$ cat config.mk
export PLATFORM = sky130hd
export DESIGN_NAME = csw_port
export DESIGN_NICKNAME = d
export VERILOG_FILES = /design/src/common/csw_pkg.sv /design/src/verilog/csw_port.sv /design/src/verilog/csw_sync.sv
export SDC_FILE = /design/constraint.sdc
export NUM_CORES = 1
export LEC_CHECK = 0
export BUFFER_PORTS_ARGS = -buffer_cell sky130_fd_sc_hd__buf_4
export CAP_MARGIN = 0
export CORE_ASPECT_RATIO = 0.75
export CORE_UTILIZATION = 40
export DETAILED_ROUTE_END_ITERATION = 10
export GPL_TIMING_DRIVEN = 0
export REMOVE_ABC_BUFFERS = 1
export SYNTH_ARGS = -nofsm -noshare
export SYNTH_HDL_FRONTEND = slang
export SYNTH_SLANG_ARGS = --single-unit
$ cat constraint.sdc
create_clock -name ref_clk -period 1.93 [get_ports ref_clk]
set_input_delay 0.4825 -clock ref_clk [delete_from_list [all_inputs] [get_ports ref_clk]]
set_output_delay 0.4825 -clock ref_clk [all_outputs]
set_load 0.02 [all_outputs]
$ cat src/common/csw_pkg.sv
// Constants and types for the colour sensor two-wire word port.
// Assumes a single 10 MHz clock and a synchronous active-high reset.
//
// Summary of operation
// - The port answers only when the 7-bit address after a start equals its fixed target address.
// - A word write is start, address with write bit, command code, low byte, high byte, stop, each byte acknowledged.
// - The port drives only the acknowledge bits and read data; the host drives everything else.
// - Every setting and result is reached only through command-code addressed registers on the bus.
// - Each colour and infrared result is a 16-bit value sent low byte then high byte in one word read.
package csw_pkg;
  localparam logic [6:0] TARGET_ADDR = 7'h10;
  localparam int REG_COUNT = 16;
  localparam int CMD_W = 8;
  localparam int WORD_W = 16;
  localparam logic [7:0] CMD_CONFIG = 8'h00;
  localparam logic [7:0] CMD_CLEAR = 8'h04;
  localparam logic [7:0] CMD_RED = 8'h05;
  localparam logic [7:0] CMD_GREEN = 8'h06;
  localparam logic [7:0] CMD_BLUE = 8'h07;
  localparam logic [7:0] CMD_IR = 8'h08;
  localparam logic [7:0] CMD_ID = 8'h0c;
  localparam logic [15:0] CONFIG_RESET = 16'h8001;
  // Identity value is arbitrary
  localparam logic [15:0] ID_VALUE = 16'h005a;
  localparam int BIT_LAST = 7;

  typedef enum logic [2:0] {
    CSW_IDLE = 3'b000,
    CSW_ADDR = 3'b001,
    CSW_AACK = 3'b011,
    CSW_WBYTE = 3'b010,
    CSW_WACK = 3'b110,
    CSW_RBYTE = 3'b111,
    CSW_RACK = 3'b101,
    CSW_SKIP = 3'b100
  } csw_state_t;
endpackage

$ cat src/verilog/csw_port.sv
// Two-wire target that gives word access to command-code addressed registers.
// Assumes open-drain lines resolved outside; results come in from the sensing logic.
`timescale 1ns/1ps
`default_nettype none
module csw_port #(
  parameter int NUM_REGS = csw_pkg::REG_COUNT
) (
  // Clock and reset
  input wire logic ref_clk,
  input wire logic rst,
  // Bus lines
  input wire logic scl_in,
  input wire logic sda_in,
  output logic sda_out,
  output logic sda_oe,
  // Results from the sensing chain
  input wire logic [csw_pkg::WORD_W-1:0] clear_result,
  input wire logic [csw_pkg::WORD_W-1:0] red_result,
  input wire logic [csw_pkg::WORD_W-1:0] green_result,
  input wire logic [csw_pkg::WORD_W-1:0] blue_result,
  input wire logic [csw_pkg::WORD_W-1:0] ir_result,
  // Settings word and its write pulse
  output logic [csw_pkg::WORD_W-1:0] config_word,
  output logic config_written
);
  import csw_pkg::*;

  // Register count must cover every decoded command code
  if (NUM_REGS < 13 || NUM_REGS > 256) begin : g_bad_regs
    $error("NUM_REGS out of range");
  end

  ////////////////////////////////////////////////////////////////////////////
  // Line events
  logic scl_rise, scl_fall, sda_level, start_seen, stop_seen;

  csw_sync u_sync (
    .ref_clk(ref_clk),
    .rst(rst),
    .scl_in(scl_in),
    .sda_in(sda_in),
    .scl_rise(scl_rise),
    .scl_fall(scl_fall),
    .sda_level(sda_level),
    .start_seen(start_seen),
    .stop_seen(stop_seen)
  );

  ////////////////////////////////////////////////////////////////////////////
  // Register read mux
  function automatic logic [WORD_W-1:0] read_word(input logic [CMD_W-1:0] cmd, input logic [WORD_W-1:0] cfg,
      input logic [WORD_W-1:0] c, input logic [WORD_W-1:0] r, input logic [WORD_W-1:0] g,
      input logic [WORD_W-1:0] b, input logic [WORD_W-1:0] ir);
    case (cmd)
      CMD_CONFIG: read_word = cfg;
      CMD_CLEAR: read_word = c;
      CMD_RED: read_word = r;
      CMD_GREEN: read_word = g;
      CMD_BLUE: read_word = b;
      CMD_IR: read_word = ir;
      CMD_ID: read_word = ID_VALUE;
      default: read_word = 16'h0000;
    endcase
  endfunction

  ////////////////////////////////////////////////////////////////////////////
  // Protocol state
  csw_state_t state, next_state;
  logic [7:0] shift, next_shift;
  logic [2:0] bit_cnt, next_bit_cnt;
  logic rd_mode, next_rd_mode;
  logic [1:0] byte_idx, next_byte_idx;
  logic [CMD_W-1:0] cmd, next_cmd;
  logic [7:0] low_byte, next_low_byte;
  logic [WORD_W-1:0] rd_word, next_rd_word;
  logic [WORD_W-1:0] cfg, next_cfg;
  logic cfg_pulse, next_cfg_pulse;
  logic drive_low, next_drive_low;
  logic nacked, next_nacked;
  logic byte_done, next_byte_done;

  always_comb begin
    next_state = state;
    next_shift = shift;
    next_bit_cnt = bit_cnt;
    next_rd_mode = rd_mode;
    next_byte_idx = byte_idx;
    next_cmd = cmd;
    next_low_byte = low_byte;
    next_rd_word = rd_word;
    next_cfg = cfg;
    next_cfg_pulse = 1'b0;
    next_drive_low = drive_low;
    next_nacked = nacked;
    next_byte_done = byte_done;
    if (start_seen) begin
      next_state = CSW_ADDR;
      next_bit_cnt = 3'h0;
      next_drive_low = 1'b0;
      next_byte_done = 1'b0;
    end else if (stop_seen) begin
      next_state = CSW_IDLE;
      next_drive_low = 1'b0;
    end else begin
      case (state)
        CSW_IDLE: begin
          next_drive_low = 1'b0;
        end
        CSW_ADDR: begin
          if (scl_rise) begin
            next_shift = {shift[6:0], sda_level};
            next_bit_cnt = bit_cnt + 3'h1;
            next_byte_done = (bit_cnt == 3'(BIT_LAST));
          end
          // Decide only after eight bits, never on the fall that closes the start
          if (scl_fall && byte_done) begin
            next_byte_done = 1'b0;
            if (shift[7:1] == TARGET_ADDR) begin
              next_rd_mode = shift[0];
              next_drive_low = 1'b1;
              next_state = CSW_AACK;
              next_byte_idx = 2'h0;
            end else begin
              next_state = CSW_SKIP;
            end
          end
        end
        CSW_AACK: begin
          if (scl_fall) begin
            next_drive_low = 1'b0;
            next_bit_cnt = 3'h0;
            if (rd_mode) begin
              next_state = CSW_RBYTE;
              next_shift = rd_word[7:0];
              next_drive_low = ~rd_word[7];
            end else begin
              next_state = CSW_WBYTE;
            end
          end
        end
        CSW_WBYTE: begin
          if (scl_rise) begin
            next_shift = {shift[6:0], sda_level};
            next_bit_cnt = bit_cnt + 3'h1;
          end
          if (scl_fall && bit_cnt == 3'h0) begin
            next_drive_low = 1'b1;
            next_state = CSW_WACK;
            case (byte_idx)
              2'h0: begin
                next_cmd = shift;
                next_rd_word = read_word(shift, cfg, clear_result, red_result, green_result, blue_result,
                  ir_result);
              end
              2'h1: next_low_byte = shift;
              default: begin
                if (cmd == CMD_CONFIG) begin
                  next_cfg = {shift, low_byte};
                  next_cfg_pulse = 1'b1;
                end
              end
            endcase
          end
        end
        CSW_WACK: begin
          if (scl_fall) begin
            next_drive_low = 1'b0;
            next_bit_cnt = 3'h0;
            next_byte_idx = (byte_idx == 2'h2) ? 2'h2 : byte_idx + 2'h1;
            next_state = CSW_WBYTE;
          end
        end
        CSW_RBYTE: begin
          if (scl_fall) begin
            next_bit_cnt = bit_cnt + 3'h1;
            if (bit_cnt == 3'(BIT_LAST)) begin
              next_drive_low = 1'b0;
              next_state = CSW_RACK;
            end else begin
              next_shift = {shift[6:0], 1'b0};
              next_drive_low = ~shift[6];
            end
          end
        end
        CSW_RACK: begin
          if (scl_rise) begin
            next_nacked = sda_level;
          end
          if (scl_fall) begin
            next_bit_cnt = 3'h0;
            if (nacked || byte_idx != 2'h0) begin
              next_state = CSW_SKIP;
              next_drive_low = 1'b0;
            end else begin
              next_byte_idx = 2'h1;
              next_shift = rd_word[15:8];
              next_drive_low = ~rd_word[15];
              next_state = CSW_RBYTE;
            end
          end
        end
        default: begin
          next_drive_low = 1'b0;
        end
      endcase
    end
  end

  always_ff @(posedge ref_clk) begin
    if (rst) begin
      state <= CSW_IDLE;
      shift <= 8'h00;
      bit_cnt <= 3'h0;
      rd_mode <= 1'b0;
      byte_idx <= 2'h0;
      cmd <= 8'h00;
      low_byte <= 8'h00;
      rd_word <= 16'h0000;
      cfg <= CONFIG_RESET;
      cfg_pulse <= 1'b0;
      drive_low <= 1'b0;
      nacked <= 1'b0;
      byte_done <= 1'b0;
    end else begin
      state <= next_state;
      shift <= next_shift;
      bit_cnt <= next_bit_cnt;
      rd_mode <= next_rd_mode;
      byte_idx <= next_byte_idx;
      cmd <= next_cmd;
      low_byte <= next_low_byte;
      rd_word <= next_rd_word;
      cfg <= next_cfg;
      cfg_pulse <= next_cfg_pulse;
      drive_low <= next_drive_low;
      nacked <= next_nacked;
      byte_done <= next_byte_done;
    end
  end

  assign sda_out = 1'b0;
  assign sda_oe = drive_low;
  assign config_word = cfg;
  assign config_written = cfg_pulse;
endmodule
`default_nettype wire

$ cat src/verilog/csw_sync.sv
// Two-flop synchroniser with edge and condition detection for the bus lines.
// Assumes scl and sda arrive asynchronously from pins.
`timescale 1ns/1ps
`default_nettype none
module csw_sync (
  // Clock and reset
  input wire logic ref_clk,
  input wire logic rst,
  // Raw lines
  input wire logic scl_in,
  input wire logic sda_in,
  // Synchronised events
  output logic scl_rise,
  output logic scl_fall,
  output logic sda_level,
  output logic start_seen,
  output logic stop_seen
);
  logic [1:0] scl_meta, sda_meta;
  logic scl_q, sda_q;
  logic [1:0] next_scl_meta, next_sda_meta;
  logic next_scl_q, next_sda_q;

  always_comb begin
    next_scl_meta = {scl_meta[0], scl_in};
    next_sda_meta = {sda_meta[0], sda_in};
    next_scl_q = scl_meta[1];
    next_sda_q = sda_meta[1];
  end

  always_ff @(posedge ref_clk) begin
    if (rst) begin
      scl_meta <= 2'h3;
      sda_meta <= 2'h3;
      scl_q <= 1'b1;
      sda_q <= 1'b1;
    end else begin
      scl_meta <= next_scl_meta;
      sda_meta <= next_sda_meta;
      scl_q <= next_scl_q;
      sda_q <= next_sda_q;
    end
  end

  assign scl_rise = scl_meta[1] & ~scl_q;
  assign scl_fall = ~scl_meta[1] & scl_q;
  assign sda_level = sda_meta[1];
  assign start_seen = scl_meta[1] & scl_q & sda_q & ~sda_meta[1];
  assign stop_seen = scl_meta[1] & scl_q & ~sda_q & sda_meta[1];
endmodule
`default_nettype wire

After elaboration in Yosys (flattened, before gate mapping)
Cells that the tools add are included.
Storage, ports and cells
  output and inout port bits: 19
  register bits after elaboration: 75
  RAM bits: 0
  bits in read-only memories: 0
  input port bits: 84
  bits in latches: 0
  word-level logic and storage cells: 154
  memories: 0
Operators by class
  multiplexer cells: 47
  reductions and logical operators: 32
  $add $sub $neg: 2
  shift-type cells: 0
  $mul: 0
  magnitude comparators: 0
  equal/unequal tests: 36
  bitwise gates (word level): 19
  div/mod/pow operators: 0
Operators by type and width (count)
  16-bit one-hot mux with 7 select lines: 1
  8-bit 2-to-1 mux: 7
  3-bit 2-to-1 mux: 12
  8-bit by 3-bit equality test with 1-bit output, second input constant: 4
  8-bit one-hot mux with 4 select lines: 1
  4-bit inequality test, second input constant: 7
  8-bit AND reduction: 3
  2-bit inequality test, second input constant: 11
  5-bit AND reduction: 4
  3-bit one-hot mux with 6 select lines: 1
  8-bit by 4-bit equality test with 1-bit output, second input constant: 2
  8-bit logical NOT: 2
  1-bit 2-to-1 mux: 15
  2-bit 2-to-1 mux: 7
  3-bit equality test, second input constant: 4
  1-bit inverter: 12
  10-bit AND reduction: 1
  3-bit one-hot mux with 3 select lines: 1
  8-bit nonzero test: 1
  1-bit bitwise AND: 7
  7-bit by 5-bit equality test with 1-bit output, second input constant: 1
  7-bit AND reduction: 1
  7-bit OR reduction: 1
  3-bit by 2-bit equality test with 1-bit output, second input constant: 2
  other kinds (21): 28

Logic depth before layout (Yosys ltp)
  word-level depth: 7
  mapped depth: 8
  depth with buffers taken out: 6

Cells and area by module
A second synthesis with hierarchy kept.
Unflattened totals
  cell total of the unflattened synthesis: 521
  area, all modules: 4370.4 um^2
Modules (own cells, without submodules)
  csw_port: times used 1, sequential area each 1381.3 um^2, area an instance 4180.3 um^2, cells each 505
  csw_sync: times used 1, sequential area each 120.1 um^2, area an instance 190.2 um^2, cells each 16

Worst setup path before layout
OpenSTA, ideal clock, no wires.
  kind: reg2reg
  from: reg state[0]
  to: reg shift[0]
  data required time: 1.809 ns
  stages on the path, launching flop included: 7
  setup slack: 0.152 ns
  buffers on the path: 2
  arrival time: 1.656 ns
  clock period less this slack: 1.778 ns
  library setup time: 0.121 ns
  cells stage by stage: dfxtp_1 buf_6 or3b_1 a21o_1 a211o_1 buf_6 mux2_4
Between the ends
  cells in the longest elaborated chain, start to end: 4
  elaborated cells on any way between the ends: 16
  classes of those cells: 12 x eq/ne; 1 x mux; 3 x reduce/logical
Ends and longest elaborated chain
  start: declaration: RTL line csw_port.sv:68  | csw_state_t state, next_state;
  start signal: assignment: RTL line csw_port.sv:225  | state <= next_state;
  3-bit by 2-bit equality test with 1-bit output / 3-bit by 1-bit equality test with 1-bit output (equally long branches): RTL line csw_port.sv:105  | case (state)
  2-bit OR reduction (no source line)
  2-bit by 1-bit inequality test with 1-bit output (no source line) / 4-bit nonzero test (equally long branches)
  10-bit AND reduction (no source line)
  end signal: assignment: RTL line csw_port.sv:226  | shift <= next_shift;
  end: declaration: RTL line csw_port.sv:69  | logic [7:0] shift, next_shift;
Several ways; a longest one is shown, not always the timed one.
A chain may end at the register's enable or synchronous reset.

Worst setup path in the final report
  from: reg state[0]
  to: reg cfg[0], in the netlist config_word[0]
Between the ends
  cells in the longest elaborated chain, start to end: 2
Ends and longest elaborated chain
  3-bit by 2-bit equality test with 1-bit output: RTL line csw_port.sv:105
  6-bit AND reduction (no source line)
  end signal: assignment: RTL line csw_port.sv:233  | cfg <= next_cfg;
  end: declaration: RTL line csw_port.sv:76  | logic [WORD_W-1:0] cfg, next_cfg;
Every way passes these cells.

==> impl_metrics.tcl <==
set metrics [dict create \
    async_reset_ff_share_pct 0 \
    dpl_worst_slack_ns -1.56 \
    fp.dieH_um 95.2 \
    hp-class "input port to flip-flop" \
    cp_data_arrival_time_ns 2.10 \
    cts_buffers 9 \
    antenna_found_initial 0 \
    dp_cells 717 \
    wire_per_inst_um 19.7 \
    grt_pass1_vias 4271 \
    hold_viol 0 \
    path_max_fanout 38 \
    clockBufferDepth 2 \
    synth_compound_area_share_pct 23.9 \
    synthMuxAreaShare_pct 11.9 \
    endpoint_kind "flip-flop" \
    syn_inst 529 \
    overflow 0 \
    syn_to_final_growth_pct 29.6 \
    synth_fa_ha_area_share_pct 1.35 \
    required_ns 2.16 \
    core_mm2 0.0111 \
    gp_congestion 0.774 \
    final_nets 700 \
    path_class "flip-flop to flip-flop" \
    fin_crit_sh_pct 97.0 \
    synth_seq_area_share_pct 32.4 \
    die_x_um 126 \
    clk_pin_slew_ns 0.06 \
    ys.flop_type "dfxtp_1" \
    viasPerCell 6.00 \
    clock_skew_ns 0.00755 \
    clock_latency_ns 0.33 \
    p_total_mw 3.49 \
    grt_use_total_pct 24.1 \
    start_util_pct 41.7 \
    maxSlewViolCount 0 \
    drt_wl_total_um 14900 \
    setup_ws_ns 0.0571 \
    finalInstanceArea_mm2 0.00600 \
    clock-sinks 75 \
    vias 4534 \
    synth-edff-count 0 \
    grt_max_degree 85 \
    ant_nets 0 \
    ys_warn_count 0 \
    max_freq_mhz 534 \
    utilization_pct 54.0 \
    synth_xor_area_share_pct 0.729 \
    relSlewSlack_pct 43.2 \
    cap_violations 0 \
    firstDrtPassIters 5 \
    num_rows 33 \
    hpwl_um 9280 \
    grt_pass1_wl_um 22500 \
    yosys.area_share.simple_pct 23.6 \
    cts_tree "done" \
    power.density_mw_per_mm2 581 \
    synth_top_family_by_area "compound AO/OA/AOI/OAI gates" \
    fin_cells 756 \
    drc 0 \
    die_area_mm2 0.0120 \
    synth_area_per_cell_um2 8.76 \
    ys_ff_latch 75 \
    htree_levels 3 \
    first_iter_violations 417 \
    static-leakage-power_nw 2.35 \
    layout.area.seq_mm2 0.00153 \
    placed_cell_area_mm2 0.00531 \
    numPortBuffers 101 \
    peakVddDrop_uv 366 \
    whs_ns 0.328 \
    finalSetupTns_ns 0 \
    status "finished clean" \
    antennaDiodeCount 0 \
    synth_cell_types 69 \
    start_kind "flip-flop" \
    finalSetupViolations 0 \
    netlist_area_mm2 0.00463 \
    clockRootBuffer "clkbuf_16" \
    fillCellCount 1008 \
    tightest_slew_ns 0.852 \
    ioPinCount 103 \
    layout-drive-gt1-share_pct 34.7 \
    period_minus_slack_ns 1.87 \
    multi_input_area_mm2 0.00299 \
]
==> state kept, by name, indices dropped and copies added (netlist names) <==
register	cells
config_written	1
u_sync.scl_meta	2
low_byte	8
u_sync.sda_q	1
byte_idx	2
shift	8
sda_oe	1
rd_word	16
config_word	16
state	3
nacked	1
u_sync.sda_meta	2
bit_cnt	3
cmd	8
u_sync.scl_q	1
byte_done	1
rd_mode	1
==> path summary, 6_finish.rpt <==
kind                                      start                             to  slack [ns]  cells past startpoint
setup / recovery          state[0]$_SDFFE_PP0P_    config_word[0]$_SDFFE_PP1P_        0.06                      4
hold / removal                           sda_in  u_sync.sda_meta[0]$_SDFF_PP1_        0.33                      2
setup reg to reg          state[0]$_SDFFE_PP0P_    config_word[0]$_SDFFE_PP1P_        0.06                      4
hold reg to reg   u_sync.scl_meta[0]$_SDFF_PP1_  u_sync.scl_meta[1]$_SDFF_PP1_        0.40                      1
==> placed cells by master (no fill, tap or decap), types with 11 or more instances in the layout <==
master,n
a22o_1,12
mux2i_1,31
nor2_1,26
a21oi_1,35
buf_4,115
mux2_2,14
nand3_1,22
dfxtp_1,65
nand2_1,27
nor3_1,12
o21ai_0,23
and3b_1,11
==> power by group <==
part	internal, mW	switching, mW
clock network	1.01	0.704
logic	0.144	0.0750
registers	1.54	0.0109
total	2.70	0.790
==> per-layer routing <==
metal | routed length [um] | share of wire, % | global-route usage [%]
met5 | 0 | 0 | 0
met4 | 103 | 0.69 | 4.42
met3 | 787 | 5.3 | 4.32
met1 | 7280 | 49 | 32.8
met2 | 6720 | 45 | 40.4
==> cell families after synthesis <==
| kind of cell | Yosys count |
|---|---|
| flops | 75 |
| buf+inv | 60 |
| mux | 49 |
| simple gates | 183 |
| other cells | 1 |
| compound gates | 153 |
| fa+ha+maj | 5 |
| xor+xnor | 3 |
==> synthesized netlist by cell type, types with 8 or more instances <==
master / instances / share of area, %
o21ai_0: 23 / 2.5
buf_2: 14 / 1.5
mux2_2: 14 / 3.4
dfxtp_1: 75 / 32
nand3_1: 25 / 2.7
clkbuf_1: 29 / 2.3
a22o_1: 12 / 2.3
nand2b_1: 11 / 1.5
a211o_1: 10 / 1.9
nor2_1: 27 / 2.2
nor3_1: 12 / 1.3
nor2b_1: 11 / 1.5
or3b_2: 10 / 1.9
or2_2: 8 / 1.1
a21oi_1: 35 / 3.8
and3b_1: 11 / 2.1
nand2_1: 28 / 2.3
mux2i_1: 31 / 6.7
a221oi_1: 9 / 1.7
o2bb2ai_1: 8 / 1.5
==> worst max-delay path, cell delays in order, from the launching register on <==
cell	delay (ns)
dfxtp_4	0.46
and4bb_1	0.52
and2_4	0.35
nand2_1	0.12
a211o_1	0.30
==> area by class of cell <==
| cell class | count | share of cell area (%) |
|---|---|---|
| multi-input cells | 396 | 49.8 |
| well taps | 140 | 2.92 |
| clock inverters | 7 | 1.27 |
| inverters | 7 | 0.438 |
| clock buffers | 9 | 3.75 |
| repair buffers | 122 | 16.3 |
| flip-flops and latches | 75 | 25.5 |
==> timing repair <==
action	in CTS	in global routing
resized for setup	33	14
gates cloned	1	1
hold buffers	0	0
setup endpoints to repair	69	39
pin swaps	1	9
buffers inserted	2	19
No activity file was read; power rests on OpenSTA's default activity.
